===== src/logic/headset_aux_defines.vh =====
// Constants for the headset detect and multipurpose pin control block.
// Assumes a 100 MHz core clock and a simple word-wide register port.
`ifndef HEADSET_AUX_DEFINES_VH
`define HEADSET_AUX_DEFINES_VH

// =====================================================================
// Register addresses
`define ADDR_DETECT_CFG 6'h22
`define ADDR_PIN_CTRL 6'h23

// =====================================================================
// Detection register fields
`define DET_EN_BIT 15
`define DET_KIND_HI 14
`define DET_KIND_LO 13
`define DET_PRESENT_BIT 12
`define DET_BUTTON_BIT 11
`define DET_HDEB_HI 10
`define DET_HDEB_LO 9
`define DET_BDEB_HI 7
`define DET_BDEB_LO 6
`define DET_IRQ2_BIT 4
`define DET_IRQ1_BIT 3
`define DET_CLK2_BIT 2
`define DET_FSEL_HI 1
`define DET_FSEL_LO 0
`define DET_WRITE_MASK 16'h86DF
`define DET_RESET 16'h0200

// =====================================================================
// Pin control register fields
`define PIN_O2EN_BIT 15
`define PIN_O2LV_BIT 14
`define PIN_I2EN_BIT 13
`define PIN_I2LV_BIT 12
`define PIN_O1EN_BIT 11
`define PIN_O1LV_BIT 10
`define PIN_I1EN_BIT 9
`define PIN_I1LV_BIT 8
`define PIN_WRITE_MASK 16'hEE00
`define PIN_RESET 16'h0000

// =====================================================================
// Pin one function select codes
`define FSEL_BUTTON_IRQ 2'h2
`define FSEL_ADC_WS 2'h3

// =====================================================================
// Kind codes and debounce
`define KIND_NONE 2'h0
`define HDEB_RESET 2'h1
`define BDEB_NONE 2'h0
`define TICK_MS 1
`define CLK_MHZ 100
`define MS_CYCLES (`TICK_MS * `CLK_MHZ * 1000)
`define DEB_TICKS 4'h8

`endif


===== src/logic/headset_detect_aux_pin_ctrl.v =====
// Headset and button detection with debounce, plus multipurpose pin muxing.
// Assumes analog comparators, clocks and word selects arrive from elsewhere.
`timescale 1ns/1ns
`default_nettype none
`include "headset_aux_defines.vh"

module headset_detect_aux_pin_ctrl (
  // Clock and reset
  input wire core_clk_i,
  input wire reset_i,
  // Register port
  input wire [5:0] reg_addr_i,
  input wire reg_wr_i,
  input wire [15:0] reg_wdata_i,
  output reg [15:0] reg_rdata_o,
  // Analog detection comparators (asynchronous)
  input wire [1:0] headset_kind_raw_i,
  input wire button_raw_i,
  // Clock sources, same domain
  input wire pll_en_i,
  input wire clock_output_mode_i,
  input wire adc_word_select_i,
  // Multipurpose pins
  input wire multipurpose_pin_one_i,
  output reg multipurpose_pin_one_o,
  output reg multipurpose_pin_one_oe_o,
  input wire multipurpose_pin_two_i,
  output reg multipurpose_pin_two_o,
  output reg multipurpose_pin_two_oe_o
);

  // ===================================================================
  // Control registers
  reg [15:0] det_cfg;
  reg [15:0] pin_ctrl;
  wire det_en = det_cfg[`DET_EN_BIT];
  wire [1:0] hdeb_sel = det_cfg[`DET_HDEB_HI:`DET_HDEB_LO];
  wire [1:0] bdeb_sel = det_cfg[`DET_BDEB_HI:`DET_BDEB_LO];
  wire [1:0] fsel = det_cfg[`DET_FSEL_HI:`DET_FSEL_LO];

  always @(posedge core_clk_i) begin
    if (reset_i) begin
      det_cfg <= `DET_RESET;
      pin_ctrl <= `PIN_RESET;
    end else if (reg_wr_i) begin
      if (reg_addr_i == `ADDR_DETECT_CFG) begin
        det_cfg <= reg_wdata_i & `DET_WRITE_MASK;
      end else if (reg_addr_i == `ADDR_PIN_CTRL) begin
        pin_ctrl <= reg_wdata_i & `PIN_WRITE_MASK;
      end
    end
  end

  // ===================================================================
  // Input synchronisers, two flops each
  reg [4:0] sync_a;
  reg [4:0] sync_b;
  always @(posedge core_clk_i) begin
    if (reset_i) begin
      sync_a <= 5'h00;
      sync_b <= 5'h00;
    end else begin
      sync_a <= {multipurpose_pin_two_i, multipurpose_pin_one_i, button_raw_i,
                 headset_kind_raw_i};
      sync_b <= sync_a;
    end
  end
  wire [1:0] kind_s = sync_b[1:0];
  wire button_s = sync_b[2];

  // ===================================================================
  // Millisecond tick and power-of-two tick dividers
  localparam integer MS_COUNT = `MS_CYCLES;
  reg [16:0] ms_cnt;
  reg [3:0] ms_div;
  reg ms_tick;
  always @(posedge core_clk_i) begin
    if (reset_i) begin
      ms_cnt <= 17'h0_0000;
      ms_div <= 4'h0;
      ms_tick <= 1'b0;
    end else if (ms_cnt == MS_COUNT[16:0] - 17'h0_0001) begin
      ms_cnt <= 17'h0_0000;
      ms_div <= ms_div + 4'h1;
      ms_tick <= 1'b1;
    end else begin
      ms_cnt <= ms_cnt + 17'h0_0001;
      ms_tick <= 1'b0;
    end
  end
  // Tick of 2^n ms fires when low n bits of divider wrapped to zero
  function tick_of;
    input [2:0] n;
    input [3:0] div;
    begin
      tick_of = ms_tick && ((div & ((4'h1 << n) - 4'h1)) == 4'h0);
    end
  endfunction

  wire h_tick = tick_of({1'b0, hdeb_sel} + 3'h1, ms_div);
  wire b_tick = tick_of({1'b0, bdeb_sel} - 3'h1, ms_div);

  // ===================================================================
  // Debouncers: eight ticks of stable input commit the new state; button select BDEB_NONE commits at once
  reg [1:0] kind_q;
  reg [3:0] h_cnt;
  reg button_q;
  reg [3:0] b_cnt;
  always @(posedge core_clk_i) begin
    if (reset_i) begin
      kind_q <= `KIND_NONE;
      h_cnt <= 4'h0;
      button_q <= 1'b0;
      b_cnt <= 4'h0;
    end else if (!det_en) begin
      kind_q <= `KIND_NONE;
      h_cnt <= 4'h0;
      button_q <= 1'b0;
      b_cnt <= 4'h0;
    end else begin
      if (kind_s == kind_q) begin
        h_cnt <= 4'h0;
      end else if (h_tick) begin
        if (h_cnt == `DEB_TICKS - 4'h1) begin
          kind_q <= kind_s;
          h_cnt <= 4'h0;
        end else begin
          h_cnt <= h_cnt + 4'h1;
        end
      end
      if (bdeb_sel == `BDEB_NONE) begin
        button_q <= button_s;
        b_cnt <= 4'h0;
      end else if (button_s == button_q) begin
        b_cnt <= 4'h0;
      end else if (b_tick) begin
        if (b_cnt == `DEB_TICKS - 4'h1) begin
          button_q <= button_s;
          b_cnt <= 4'h0;
        end else begin
          b_cnt <= b_cnt + 4'h1;
        end
      end
    end
  end
  wire present = (kind_q != `KIND_NONE);
  wire detect_irq = present;

  // ===================================================================
  // Pin muxing
  wire gp_two = pin_ctrl[`PIN_O2EN_BIT] | pin_ctrl[`PIN_I2EN_BIT];
  wire gp_one = pin_ctrl[`PIN_O1EN_BIT] | pin_ctrl[`PIN_I1EN_BIT];
  reg next_two_o;
  reg next_two_oe;
  reg next_one_o;
  reg next_one_oe;
  always @* begin
    next_two_o = 1'b0;
    next_two_oe = 1'b0;
    next_one_o = 1'b0;
    next_one_oe = 1'b0;
    if (pin_ctrl[`PIN_O2EN_BIT]) begin
      next_two_o = pin_ctrl[`PIN_O2LV_BIT];
      next_two_oe = 1'b1;
    end else if (!gp_two && det_cfg[`DET_IRQ2_BIT]) begin
      next_two_o = detect_irq;
      next_two_oe = 1'b1;
    end else if (!gp_two && det_cfg[`DET_CLK2_BIT] && pll_en_i) begin
      next_two_o = clock_output_mode_i;
      next_two_oe = 1'b1;
    end
    if (pin_ctrl[`PIN_O1EN_BIT]) begin
      next_one_o = pin_ctrl[`PIN_O1LV_BIT];
      next_one_oe = 1'b1;
    end else if (!gp_one && det_cfg[`DET_IRQ1_BIT]) begin
      next_one_o = detect_irq;
      next_one_oe = 1'b1;
    end else if (!gp_one && fsel == `FSEL_BUTTON_IRQ) begin
      next_one_o = button_q;
      next_one_oe = 1'b1;
    end else if (!gp_one && fsel == `FSEL_ADC_WS) begin
      next_one_o = adc_word_select_i;
      next_one_oe = 1'b1;
    end
  end

  // ===================================================================
  // Input level flags and outputs
  reg pin_one_in_level;
  reg pin_two_in_level;
  always @(posedge core_clk_i) begin
    if (reset_i) begin
      pin_one_in_level <= 1'b0;
      pin_two_in_level <= 1'b0;
      multipurpose_pin_one_o <= 1'b0;
      multipurpose_pin_one_oe_o <= 1'b0;
      multipurpose_pin_two_o <= 1'b0;
      multipurpose_pin_two_oe_o <= 1'b0;
    end else begin
      pin_one_in_level <= pin_ctrl[`PIN_I1EN_BIT] & sync_b[3];
      pin_two_in_level <= pin_ctrl[`PIN_I2EN_BIT] & sync_b[4];
      multipurpose_pin_one_o <= next_one_o;
      multipurpose_pin_one_oe_o <= next_one_oe;
      multipurpose_pin_two_o <= next_two_o;
      multipurpose_pin_two_oe_o <= next_two_oe;
    end
  end

  // ===================================================================
  // Read data, registered; unmapped reads zero
  always @(posedge core_clk_i) begin
    if (reset_i) begin
      reg_rdata_o <= 16'h0000;
    end else if (reg_addr_i == `ADDR_DETECT_CFG) begin
      reg_rdata_o <= {det_cfg[`DET_EN_BIT], kind_q, present, button_q,
                      det_cfg[`DET_HDEB_HI:0]};
    end else if (reg_addr_i == `ADDR_PIN_CTRL) begin
      reg_rdata_o <= {pin_ctrl[15:13], pin_two_in_level, pin_ctrl[11:9],
                      pin_one_in_level, 8'h00};
    end else begin
      reg_rdata_o <= 16'h0000;
    end
  end

endmodule
`default_nettype wire


===== config.mk =====
export PLATFORM = sky130hd
export DESIGN_NAME = headset_detect_aux_pin_ctrl
export DESIGN_NICKNAME = d
export VERILOG_FILES = /design/src/logic/headset_detect_aux_pin_ctrl.v
export VERILOG_INCLUDE_DIRS = /design/src /design/src/logic
export SDC_FILE = /design/constraint.sdc
export NUM_CORES = 1
export LEC_CHECK = 0
export ABC_AREA = 1
export BUFFER_PORTS_ARGS = -buffer_cell sky130_fd_sc_hd__buf_2
export CAP_MARGIN = 5
export CORE_ASPECT_RATIO = 1.2
export CORE_UTILIZATION = 30
export DETAILED_ROUTE_END_ITERATION = 8
export GPL_TIMING_DRIVEN = 0
export SLEW_MARGIN = 25
export SYNTH_ARGS = -nofsm -noshare
export SYNTH_HDL_FRONTEND = slang
export SYNTH_SLANG_ARGS = --single-unit
export TNS_END_PERCENT = 30

===== constraint.sdc =====
create_clock -name core_clk_i -period 3.3 [get_ports core_clk_i]
set_input_delay 0.495 -clock core_clk_i [delete_from_list [all_inputs] [get_ports core_clk_i]]
set_output_delay 0.495 -clock core_clk_i [all_outputs]
set_load 0.02 [all_outputs]

==> flow_summary_export.csv, run 1 <==
group,metric,value,unit
run_status,outcome,"complete, no violations",
grt,first_global_vias,2654,
grt,grt_antenna_before_repair,0,
final_layout,design_area,4030,sq um
cts,clkTransAtPathRegs,0.06,ns
final_layout,seq_area,1600,sq um
yosys,synth_area,3280,sq um
power,p_seq_share,44.8,%
timing,worstMarginPinSlew,0.603,ns
power,combPwrFrac,2.9,%
timing,fin_crit,1.63,ns
power,pwr-share-clk,52.3,%
worst_setup_path,critPathLaunchType,"flop",
final_layout,nNetsFinal,535,
power,ir_worst_vdd,0.233,mV
route,ant_nets,0,
cts,clk_path_buf_depth,2,
yosys,ys_warn_count,0,
power,p_per_area,544,nW/um^2
cts,clkSinkCount,80,
route,via_per_inst,4.47,
grt,busiest_layer,"met2",
cts,cts-root-buf,"clkbuf_16",
final_layout,diodes,0,
yosys,synth_commonest_cells,"87 x nor2_1, 80 x dfxtp_1, 73 x nand2_1, 61 x inv_1, 29 x o21ai_0",
timing,period_share,49.2,%
floorplan,num_rows,41,
power,p_int,1.75,mW
yosys,synth.distinct_cells,33,
yosys,avgSynthCellArea,7.52,sq um
place,dpl.hpwl,5.29,mm
power,p_sw,0.441,mW
route,drt_pre_antenna_iters,4,
yosys,yosysSeqAreaShare,48.9,%
route,drt-initial-drc-count,134,
place,finalWeightedCongestion,0.781,
grt,met1_usage,16.4,%
timing,setup-tns-final,0,ns
grt,grt_max_degree,15,
place,pre_cts_slack,1.43,ns
place,placed_area,3680,sq um
timing,final.setup.worst_slack,1.67,ns
final_layout,fin_cells,629,
timing,whs,0.363,ns
worst_hold_path,holdCritPathClass,"in2reg",
worst_setup_path,end_kind,"flop",
place,portBuffers,48,
power,switching_share,20.1,%
grt,grt.overflow.total,0,
worst_setup_path,critPathMaxFanout,10,
yosys,synthTopCellsByArea,"dfxtp_1 49%, nor2_1 10%, nand2_1 8.4%",
cts,numCtsBuffers,9,
floorplan,io_pins,53,
worst_setup_path,worst_ep_arrival_time,1.84,ns
timing,max_clock_freq,615,MHz
grt,globalRouteTotalUtil,13.2,%
cts,cts_tree,"yes",
cts,ctsHoldBuffers,0,
route,vias,2812,
final_layout,drive_gt1_share,15.2,%
floorplan,die_y,117,um
worst_setup_path,critPathKind,"reg2reg",
yosys,synth_seq_cells,80,
cts,postCtsSetupBuffers,0,
yosys,synthesis.nets,476,
yosys,synthCells,436,
timing,fin_worst_skew,0.00428,ns
yosys,synth_edf_count,0,
final_layout,fillers,1122,
job,cap_viol_max_count,0,
worst_setup_path,crit_required,3.52,ns
yosys,synth.most_common_cell,"nor2_1",
cts,cts_resized,0,
floorplan,initial_core_util,31.0,%
grt,met2_usage,21.6,%
final_layout,multi_input_area,1390,sq um
power,finalPower,2.19,mW
grt,use_met3,3.65,%
cts,h-tree-depth,3,
floorplan,core_area,10600,sq um
grt,grt_pass1_wl,11.8,mm
route,wl,7.10,mm
yosys,synth_ff_type,"dfxtp_1",
timing,hold_viol,0,
final_layout,area_delta_synth_final,22.8,%
power,p_leak,1.70,nW
place,place_inst,613,
yosys,post-synth-top-area-fraction,48.9,%
yosys,synthArstFlopShare,0,%
floorplan,dieWidth,97.4,um
route,drc_errors,0,
cts,clk_latency,0.33,ns
timing,slew_viol_final,0,
timing,rsz0062_at_grt,"no",
timing,setup_viol_count_final,0,
floorplan,dieArea,11400,sq um
route,wire_per_inst,11.3,um
timing,slew_headroom,59.8,%
yosys,yosys.area.top_type,"dfxtp_1",
final_layout,post-route-util,38.1,%
==> critical path, stage by stage, from the launching register on <==
cell and delay (ns):
dfxtp_1 0.35, inv_1 0.08, ha_1 0.27, nor2_1 0.04, nand3b_1 0.35, o21ai_0 0.34, nor2_1 0.07
==> final timing paths <==
path	endpoint	startpoint	slack (ns)	cells past startpoint
setup / recovery	b_cnt[3]$_SDFFE_PP0P_	det_cfg[6]$_SDFFE_PP0P_	1.67	6
setup reg to reg	b_cnt[3]$_SDFFE_PP0P_	det_cfg[6]$_SDFFE_PP0P_	1.67	6
hold reg to reg	sync_b[0]$_SDFF_PP0_	sync_a[0]$_SDFF_PP0_	0.41	2
hold / removal	sync_a[4]$_SDFF_PP0_	multipurpose_pin_two_i	0.36	3
==> power by group through the flow <==
stage,sequential [mW],combinational (mW),clock [mW]
2_1_floorplan,1.00,0.0340,0
3_3_place_gp,1.00,0.0618,0
3_5_place_dp,1.00,0.0623,0
4_1_cts,0.981,0.0629,1.17
5_1_grt,0.982,0.0712,1.21
6_report,0.981,0.0624,1.14
==> layer usage <==
layer / share of wire (%) / up-vias
met5: 0 / -
met1: 47 / 1251
met4: 1.1 / 0
met3: 6.2 / 7
li1: - / 1488
met2: 46 / 66
==> cells in the final DEF (no fill, tap or decap), types with 2 or more instances in the layout <==
cell type	n
a21oi_1	17
nand3_1	21
nor2_4	2
clkbuf_16	9
nand2_1	73
dfxtp_1	80
bufinv_16	3
a31oi_1	2
buf_2	50
and3_1	2
o21ai_0	29
nor2_2	3
xnor2_1	4
nor2_1	87
nand4_1	6
ha_1	7
clkinv_4	2
nor3_1	5
xor2_1	8
o22ai_1	6
clkbuf_1	6
inv_1	61
nand3b_1	3
==> final cells by class <==
cell class	count	share of cell area, %
Buffer	9	1.27
Clock buffer	10	5.69
Clock inverter	6	2.89
Inverter	63	5.88
Multi-Input combinational cell	284	34.5
Sequential cell	80	39.8
Tap cell	129	4.01
Timing Repair Buffer	48	5.97
==> registers in the layout, indices dropped and copies added, names as in the netlist <==
name	cells
multipurpose_pin_two_oe_o	1
multipurpose_pin_one_o	1
h_cnt	4
ms_cnt	17
sync_b	5
button_q	1
pin_two_in_level	1
ms_tick	1
multipurpose_pin_one_oe_o	1
multipurpose_pin_two_o	1
det_cfg	10
ms_div	4
pin_one_in_level	1
b_cnt	4
reg_rdata_o	15
kind_q	2
sync_a	5
pin_ctrl	6
==> logic make-up after synthesis <==
kind of cell	Yosys count	share of synthesized area [%]
fa+ha+maj	7	2.67
xor+xnor	12	3.21
buf+inv	72	8.78
flops	80	48.9
compound gates	56	8.93
simple gates	208	27.4
other cells	1	0.114
Power figures use the tool's default switching activity.
==> inputs of run 2 (changes only) <==
Settings changed: ABC_AREA 1 to 0.
Clock period 3.3 ns to 1.55 ns, I/O delays scaled along.
==> run 2 against run 1 <==
The run now ends with negative setup slack left. First-iteration DRC count down 40%. Clock skew is 0.0034 ns higher. Worst setup slack worse by 1.7 ns. Synthesized cell count down 25%. Count of clock-buffer cells in the layout is 1 lower. Clock power grew 89%. Cell count fell by 15%. Via count is 11% lower. Global-route usage down 0.25 points. Register-to-register slack worse by 1.7 ns. Critical path depth stayed put. Combinational power up 130%. Critical path type unchanged.
==> flow_summary_export.csv, run 2 <==
group,metric,value,unit
cts,h-tree-depth,3,
yosys,ys_warn_count,0,
cts,numCtsBuffers,9,
route,ant_nets,0,
grt,grt.overflow.total,0,
yosys,yosysSeqAreaShare,50.5,%
floorplan,initial_core_util,31.2,%
final_layout,multi_input_area,1560,sq um
worst_setup_path,rr_startpoint,"ms_cnt[0]$_SDFF_PP0_",
final_layout,post-route-util,40.8,%
run_status,violations,"negative setup slack",
final_layout,fillers,1027,
place,finalWeightedCongestion,0.763,
yosys,synth_ff_type,"dfxtp_1",
route,wire_per_inst,12.7,um
final_layout,largest_register_ffs,17,
yosys,synth_commonest_cells,"80 x dfxtp_1, 48 x nor2_1, 20 x mux2i_1, 18 x nand2_1, 12 x nand3_1",
place,placed_area,3570,sq um
grt,grt_pass1_wl,10.8,mm
power,p_leak,1.74,nW
yosys,synthArstFlopShare,0,%
power,finalPower,4.39,mW
cts,clkTransAtPathRegs,0.06,ns
yosys,synth_area,3170,sq um
floorplan,io_pins,53,
cts,cts_tree,"yes",
worst_setup_path,r2r_setup_slack,-0.02,ns
final_layout,reg_top3,"ms_cnt (17), reg_rdata_o (15), det_cfg (10)",
timing,fin_crit,1.57,ns
worst_setup_path,rr_worst_depth,6,
route,drt-initial-drc-count,81,
yosys,synth_edf_count,0,
timing,period_share,101,%
timing,setup-tns-final,-0.0275,ns
yosys,synth.most_common_cell,"dfxtp_1",
floorplan,dieArea,11000,sq um
final_layout,regMostFlops,"ms_cnt",
yosys,avgSynthCellArea,9.70,sq um
timing,slew_headroom,58.8,%
worst_setup_path,r2r-end,"ms_div[2]$_SDFFE_PP0P_",
floorplan,die_y,115,um
timing,rsz0062_at_grt,"yes",
yosys,synth.distinct_cells,46,
worst_setup_path,end_kind,"flop",
timing,worstMarginPinSlew,0.616,ns
power,ir_worst_vdd,0.658,mV
grt,grt_max_degree,16,
place,dpl.hpwl,4.66,mm
cts,clk_path_buf_depth,2,
run_status,outcome,"finished with violations",
final_layout,final_common_cell,"dfxtp_1",
timing,setup_viol_count_final,2,
final_layout,nNetsFinal,443,
grt,globalRouteTotalUtil,12.9,%
floorplan,core_area,10200,sq um
worst_hold_path,hp-start,"headset_kind_raw_i[0]",
final_layout,design_area,4150,sq um
yosys,synthesis.nets,367,
cts,ctsHoldBuffers,0,
timing,slew_viol_final,0,
worst_hold_path,hold_end,"sync_a[0]$_SDFF_PP0_",
final_layout,seq_area,1620,sq um
cts,cts-root-buf,"clkbuf_16",
worst_setup_path,worst_ep_arrival_time,1.82,ns
cts,clkSinkCount,80,
route,wl,6.78,mm
worst_hold_path,holdCritPathClass,"in2reg",
timing,max_clock_freq,639,MHz
route,drc_errors,0,
final_layout,drive_gt1_share,28.9,%
timing,final.setup.worst_slack,-0.0154,ns
yosys,yosys.area.top_type,"dfxtp_1",
floorplan,dieWidth,95.9,um
route,vias,2498,
cts,clk_latency,0.34,ns
grt,grt_antenna_before_repair,1,
final_layout,area_delta_synth_final,30.8,%
floorplan,num_rows,40,
grt,first_global_vias,2238,
worst_setup_path,critPathKind,"reg2reg",
worst_setup_path,crit_required,1.81,ns
route,drt_pre_antenna_iters,4,
job,cap_viol_max_count,0,
worst_setup_path,critPathLaunchType,"flop",
power,p_per_area,1060,nW/um^2
place,portBuffers,47,
timing,fin_worst_skew,0.00768,ns
route,via_per_inst,4.67,
final_layout,mostFrequentLayoutCells,"69 x dfxtp_1, 49 x buf_2, 48 x nor2_1",
yosys,post-synth-top-area-fraction,50.5,%
worst_hold_path,hold_depth,2,
yosys,synthTopCellsByArea,"dfxtp_1 50%, mux2i_1 6.3%, nor2_1 5.7%",
timing,hold_viol,0,
worst_setup_path,critPathMaxFanout,6,
yosys,synth_seq_cells,80,
yosys,synthCells,327,
## run 2: changes by cell type after synthesis, sizes merged, moves of 6 or more
| cell | before | now |
|---|---|---|
| a22o | 0 | 7 |
| a21oi | 17 | 11 |
| nor2b | 0 | 11 |
| inv | 62 | 7 |
| o21ai | 30 | 9 |
| mux2i | 0 | 20 |
| o22ai | 6 | 0 |
| nor2 | 92 | 48 |
| nand3 | 22 | 12 |
| nand2 | 75 | 19 |
## run 2: what timing repair did
item,in CTS,in global routing
gates cloned,0,1
pin swaps,11,11
setup buffers,6,11
gates resized for setup,16,17
setup endpoints to repair,27,32
## run 2: area by class of cell
| cell class | instances | share of cell area, % |
|---|---|---|
| clock buffers | 9 | 5.43 |
| plain buffers | 13 | 2.05 |
| flip-flops and latches | 80 | 39.0 |
| inverters | 7 | 0.694 |
| diodes | 1 | 0.0603 |
| multi-input cells | 227 | 37.7 |
| well taps | 126 | 3.80 |
| clock inverters | 7 | 1.93 |
| repair buffers | 65 | 9.35 |
## run 2: critical path: stages, from the launching register on
cell     delay, ns
dfxtp_4       0.37
ha_4          0.13
and4_1        0.18
buf_6         0.13
nand2_4       0.05
or4_1         0.46
a21oi_1       0.16
## run 2: logic make-up (layout without fill, tap and decap cells)
| kind of cell | count (synthesis) | after routing | synth area share [%] |
|---|---|---|---|
| AO/OA/AOI/OAI | 38 | 38 | 7.81 |
| XOR/XNOR | 18 | 18 | 4.97 |
| adder cells (fa/ha/maj) | 7 | 7 | 2.76 |
| buffers and inverters | 20 | 101 | 3.00 |
| flip-flops | 80 | 80 | 50.5 |
| multiplexers | 21 | 21 | 6.67 |
| other | 1 | 2 | 0.118 |
| AND/OR/NAND/NOR | 142 | 142 | 24.2 |
## run 2: worst max path at each step
stage | startpoint | endpoint | slack (ns)
after floorplan | ms_cnt[1]$_SDFF_PP0_ | ms_div[3]$_SDFFE_PP0P_ | -0.02
after global placement | ms_cnt[1]$_SDFF_PP0_ | ms_cnt[12]$_SDFF_PP0_ | -0.18
after detailed placement | reg_addr_i[4] | pin_ctrl[15]$_SDFFE_PP0P_ | -0.22
after CTS | det_cfg[7]$_SDFFE_PP0P_ | b_cnt[3]$_SDFFE_PP0P_ | -0.08
after global routing | ms_cnt[0]$_SDFF_PP0_ | ms_div[2]$_SDFFE_PP0P_ | -0.07
final | ms_cnt[0]$_SDFF_PP0_ | ms_div[2]$_SDFFE_PP0P_ | -0.02
## run 2: metal layers
layer | track usage [%] | share of wire, %
met1 | 16.4 | 47
met2 | 20.3 | 46
met3 | 3.92 | 5.2
met4 | 5.07 | 1.5
met5 | 0 | 0
## run 2: power by group
part | switching [mW] | internal (mW)
Clock | 0.892 | 1.27
Combinational | 0.0715 | 0.0726
Sequential | 0.0150 | 2.08
Total | 0.978 | 3.42
## run 2: through the flow
stage | hold WS, ns | std cells | setup slack (ns)
4_1_cts | 0.111 | 522 | -0.0823
3_3_place_gp | 0.416 | 500 | -0.181
5_1_grt | 0.134 | 534 | -0.0678
2_1_floorplan | 0.361 | 327 | -0.0204
3_5_place_dp | 0.425 | 500 | -0.221
6_report | 0.112 | 535 | -0.0154
==> inputs of run 3 (changes only) <==
--- a/config.mk
+++ b/config.mk
@@ -15,2 +15,3 @@
 export GPL_TIMING_DRIVEN = 0
+export SETUP_SLACK_MARGIN = 0.3
 export SLEW_MARGIN = 25
==> constraint.sdc (replaced) <==
create_clock -name core_clk_i -period 1.73 [get_ports core_clk_i]
set_input_delay 0.2595 -clock core_clk_i [delete_from_list [all_inputs] [get_ports core_clk_i]]
set_output_delay 0.2595 -clock core_clk_i [all_outputs]
set_load 0.01 [all_outputs]
==> run 3 against run 2 <==
The run now ends clean. Utilization up 1.0 points. Global-route usage up 0.48 points. Die area unchanged. Total power down 9.6%. Register-to-register slack better by 0.17 ns. Non-clock buffer count up 1. Via count up 1.7%. Maximum frequency down 0.41%. First-iteration DRC count up 2.5%. Combinational power up 6%. Clock skew about the same. Critical path depth unchanged. Highest routed layer unchanged.
==> flow_summary_export.csv, run 3 (same netlist as run 2, synthesis figures left out) <==
group,metric,value,unit
power,switching_share,22.3,%
power,ir_worst_vdd,0.585,mV
worst_setup_path,end_kind,"flop",
place,dpl.hpwl,4.70,mm
route,drt_pre_antenna_iters,4,
route,via_per_inst,4.75,
place,finalWeightedCongestion,0.769,
worst_setup_path,worst_ep_arrival_time,1.84,ns
grt,first_global_vias,2435,
cts,cts-root-buf,"clkbuf_16",
worst_setup_path,critPathKind,"reg2reg",
worst_setup_path,slowest_delay,0.45,ns
power,combPwrFrac,3.8,%
floorplan,core_area,10200,sq um
timing,whs,0.145,ns
final_layout,regMostFlops,"ms_cnt",
final_layout,final_common_cell,"dfxtp_1",
timing,rsz0062_at_grt,"yes",
place,pre_cts_slack,-0.0468,ns
timing,setup_viol_count_final,0,
cts,clk_path_buf_depth,2,
timing,slew_viol_final,0,
run_status,outcome,"complete, no violations",
cts,numCtsBuffers,9,
worst_setup_path,crit_family,"simple AND/OR/NAND/NOR gates",
worst_setup_path,rr_startpoint,"det_cfg[7]$_SDFFE_PP0P_",
power,pwr-share-clk,49.0,%
cts,clkTransAtPathRegs,0.06,ns
cts,h-tree-depth,3,
worst_setup_path,r2r_setup_slack,0.16,ns
final_layout,mostFrequentLayoutCells,"73 x dfxtp_1, 49 x buf_2, 38 x nor2_1",
timing,hold_viol,0,
timing,slew_headroom,60.1,%
worst_hold_path,holdCritPathClass,"in2reg",
worst_setup_path,rr_worst_depth,6,
cts,clkSinkCount,80,
route,ant_nets,0,
final_layout,area_delta_synth_final,34.0,%
power,p_per_area,934,nW/um^2
timing,fin_worst_skew,0.00745,ns
final_layout,reg_top3,"ms_cnt (17), reg_rdata_o (15), det_cfg (10)",
floorplan,io_pins,53,
timing,worstMarginPinSlew,0.597,ns
route,vias,2540,
final_layout,fillers,1004,
floorplan,die_y,115,um
worst_setup_path,worst_path_max_delay_cell,"or4_1",
worst_setup_path,critPathMaxFanout,5,
route,drt-initial-drc-count,83,
floorplan,dieWidth,95.9,um
worst_setup_path,r2r-end,"b_cnt[3]$_SDFFE_PP0P_",
route,wl_met1,3.05,mm
power,p_int,3.09,mW
final_layout,nNetsFinal,444,
power,finalPower,3.97,mW
floorplan,initial_core_util,31.2,%
route,dr.max_layer_used,"met4",
route,routed-wl-met2,3.38,mm
worst_hold_path,hold_depth,2,
worst_setup_path,cp-startpoint,"det_cfg[7]$_SDFFE_PP0P_",
route,wl,6.87,mm
place,portBuffers,47,
final_layout,diodes,0,
timing,max_clock_freq,636,MHz
job,cap_viol_max_count,0,
route,wl_met3,346,um
power,p_seq_share,47.2,%
grt,grt_max_degree,17,
final_layout,fin_cells,535,
place,place_inst,500,
grt,grt_pass1_wl,11.2,mm
route,wire_per_inst,12.8,um
worst_setup_path,crit_required,2.00,ns
cts,clk_latency,0.33,ns
timing,fin_crit,1.57,ns
worst_hold_path,hold_end,"sync_a[4]$_SDFF_PP0_",
grt,globalRouteTotalUtil,13.4,%
worst_setup_path,path_buf_inv,1,
final_layout,drive_gt1_share,31.3,%
power,p_leak,1.76,nW
worst_setup_path,critPathLaunchType,"flop",
floorplan,dieArea,11000,sq um
final_layout,post-route-util,41.8,%
worst_setup_path,cp_cell_sequence,"inv_2, ha_4, nand2b_4, nand4_1, or4_1, a21boi_1",
power,p_sw,0.885,mW
final_layout,largest_register_ffs,17,
cts,ctsHoldBuffers,0,
cts,cts_tree,"yes",
route,drc_errors,0,
floorplan,num_rows,40,
grt,grt_antenna_before_repair,0,
timing,final.setup.worst_slack,0.158,ns
timing,period_share,90.9,%
worst_hold_path,hp-start,"multipurpose_pin_two_i",
grt,grt.overflow.total,0,
run 3: changes by cell type in the layout (fill, tap and decap cells not counted), sizes merged:
cell and delta:
clkinv -2, clkbuf -1, inv +3, clkinvlp -1, diode -1, buf +2
run 3: power groups by stage:
stage	Combinational (mW)	Clock [mW]	Sequential, mW
2_1_floorplan	0.0571	0	1.91
3_3_place_gp	0.111	0	1.92
3_5_place_dp	0.112	0	1.92
4_1_cts	0.141	2.00	1.87
5_1_grt	0.165	2.07	1.88
6_report	0.152	1.95	1.87
run 3: worst max-delay path by stage:
stage                                  to  slack (ns)  cells after the start
3_3_place_gp   reg_rdata_o[12]$_SDFF_PP0_      -0.009                      6
2_1_floorplan       b_cnt[3]$_SDFFE_PP0P_        0.24                      6
6_report            b_cnt[3]$_SDFFE_PP0P_        0.16                      6
3_5_place_dp   reg_rdata_o[12]$_SDFF_PP0_       -0.05                      6
4_1_cts             h_cnt[3]$_SDFFE_PP0P_        0.13                      4
5_1_grt             b_cnt[3]$_SDFFE_PP0P_        0.08                      6
run 3: area by class of cell:
cell class | instances | area (sq um) | share of cell area, %
Buffer | 13 | 85.1 | 2.00
Timing Repair Buffer | 66 | 439 | 10.3
Multi-Input combinational cell | 227 | 1620 | 38.2
Tap cell | 126 | 158 | 3.71
Sequential cell | 80 | 1610 | 37.9
Clock inverter | 7 | 82.6 | 1.94
Inverter | 7 | 26.3 | 0.618
Clock buffer | 9 | 225 | 5.30
run 3: repair_timing:
action | CTS | global route
resized for setup | 16 | 23
pin swaps | 1 | 10
buffers inserted | 11 | 7
gates cloned | 1 | 0
endpoints found under the setup margin | 31 | 48
run 3: routing by layer:
layer	up-vias	track usage [%]
li1	1289	-
met1	1191	15.7
met2	52	22.8
met3	8	3.78
met4	0	5.07
met5	-	0
run 3: stage by stage:
| step | instance area [sq um] | setup TNS [ns] |
|---|---|---|
| detailed placement | 3590 | -0.411 |
| floorplan | 3200 | 0 |
| CTS | 4090 | 0 |
| global placement | 3590 | -0.0183 |
| finish | 4250 | 0 |
| global route | 4250 | 0 |
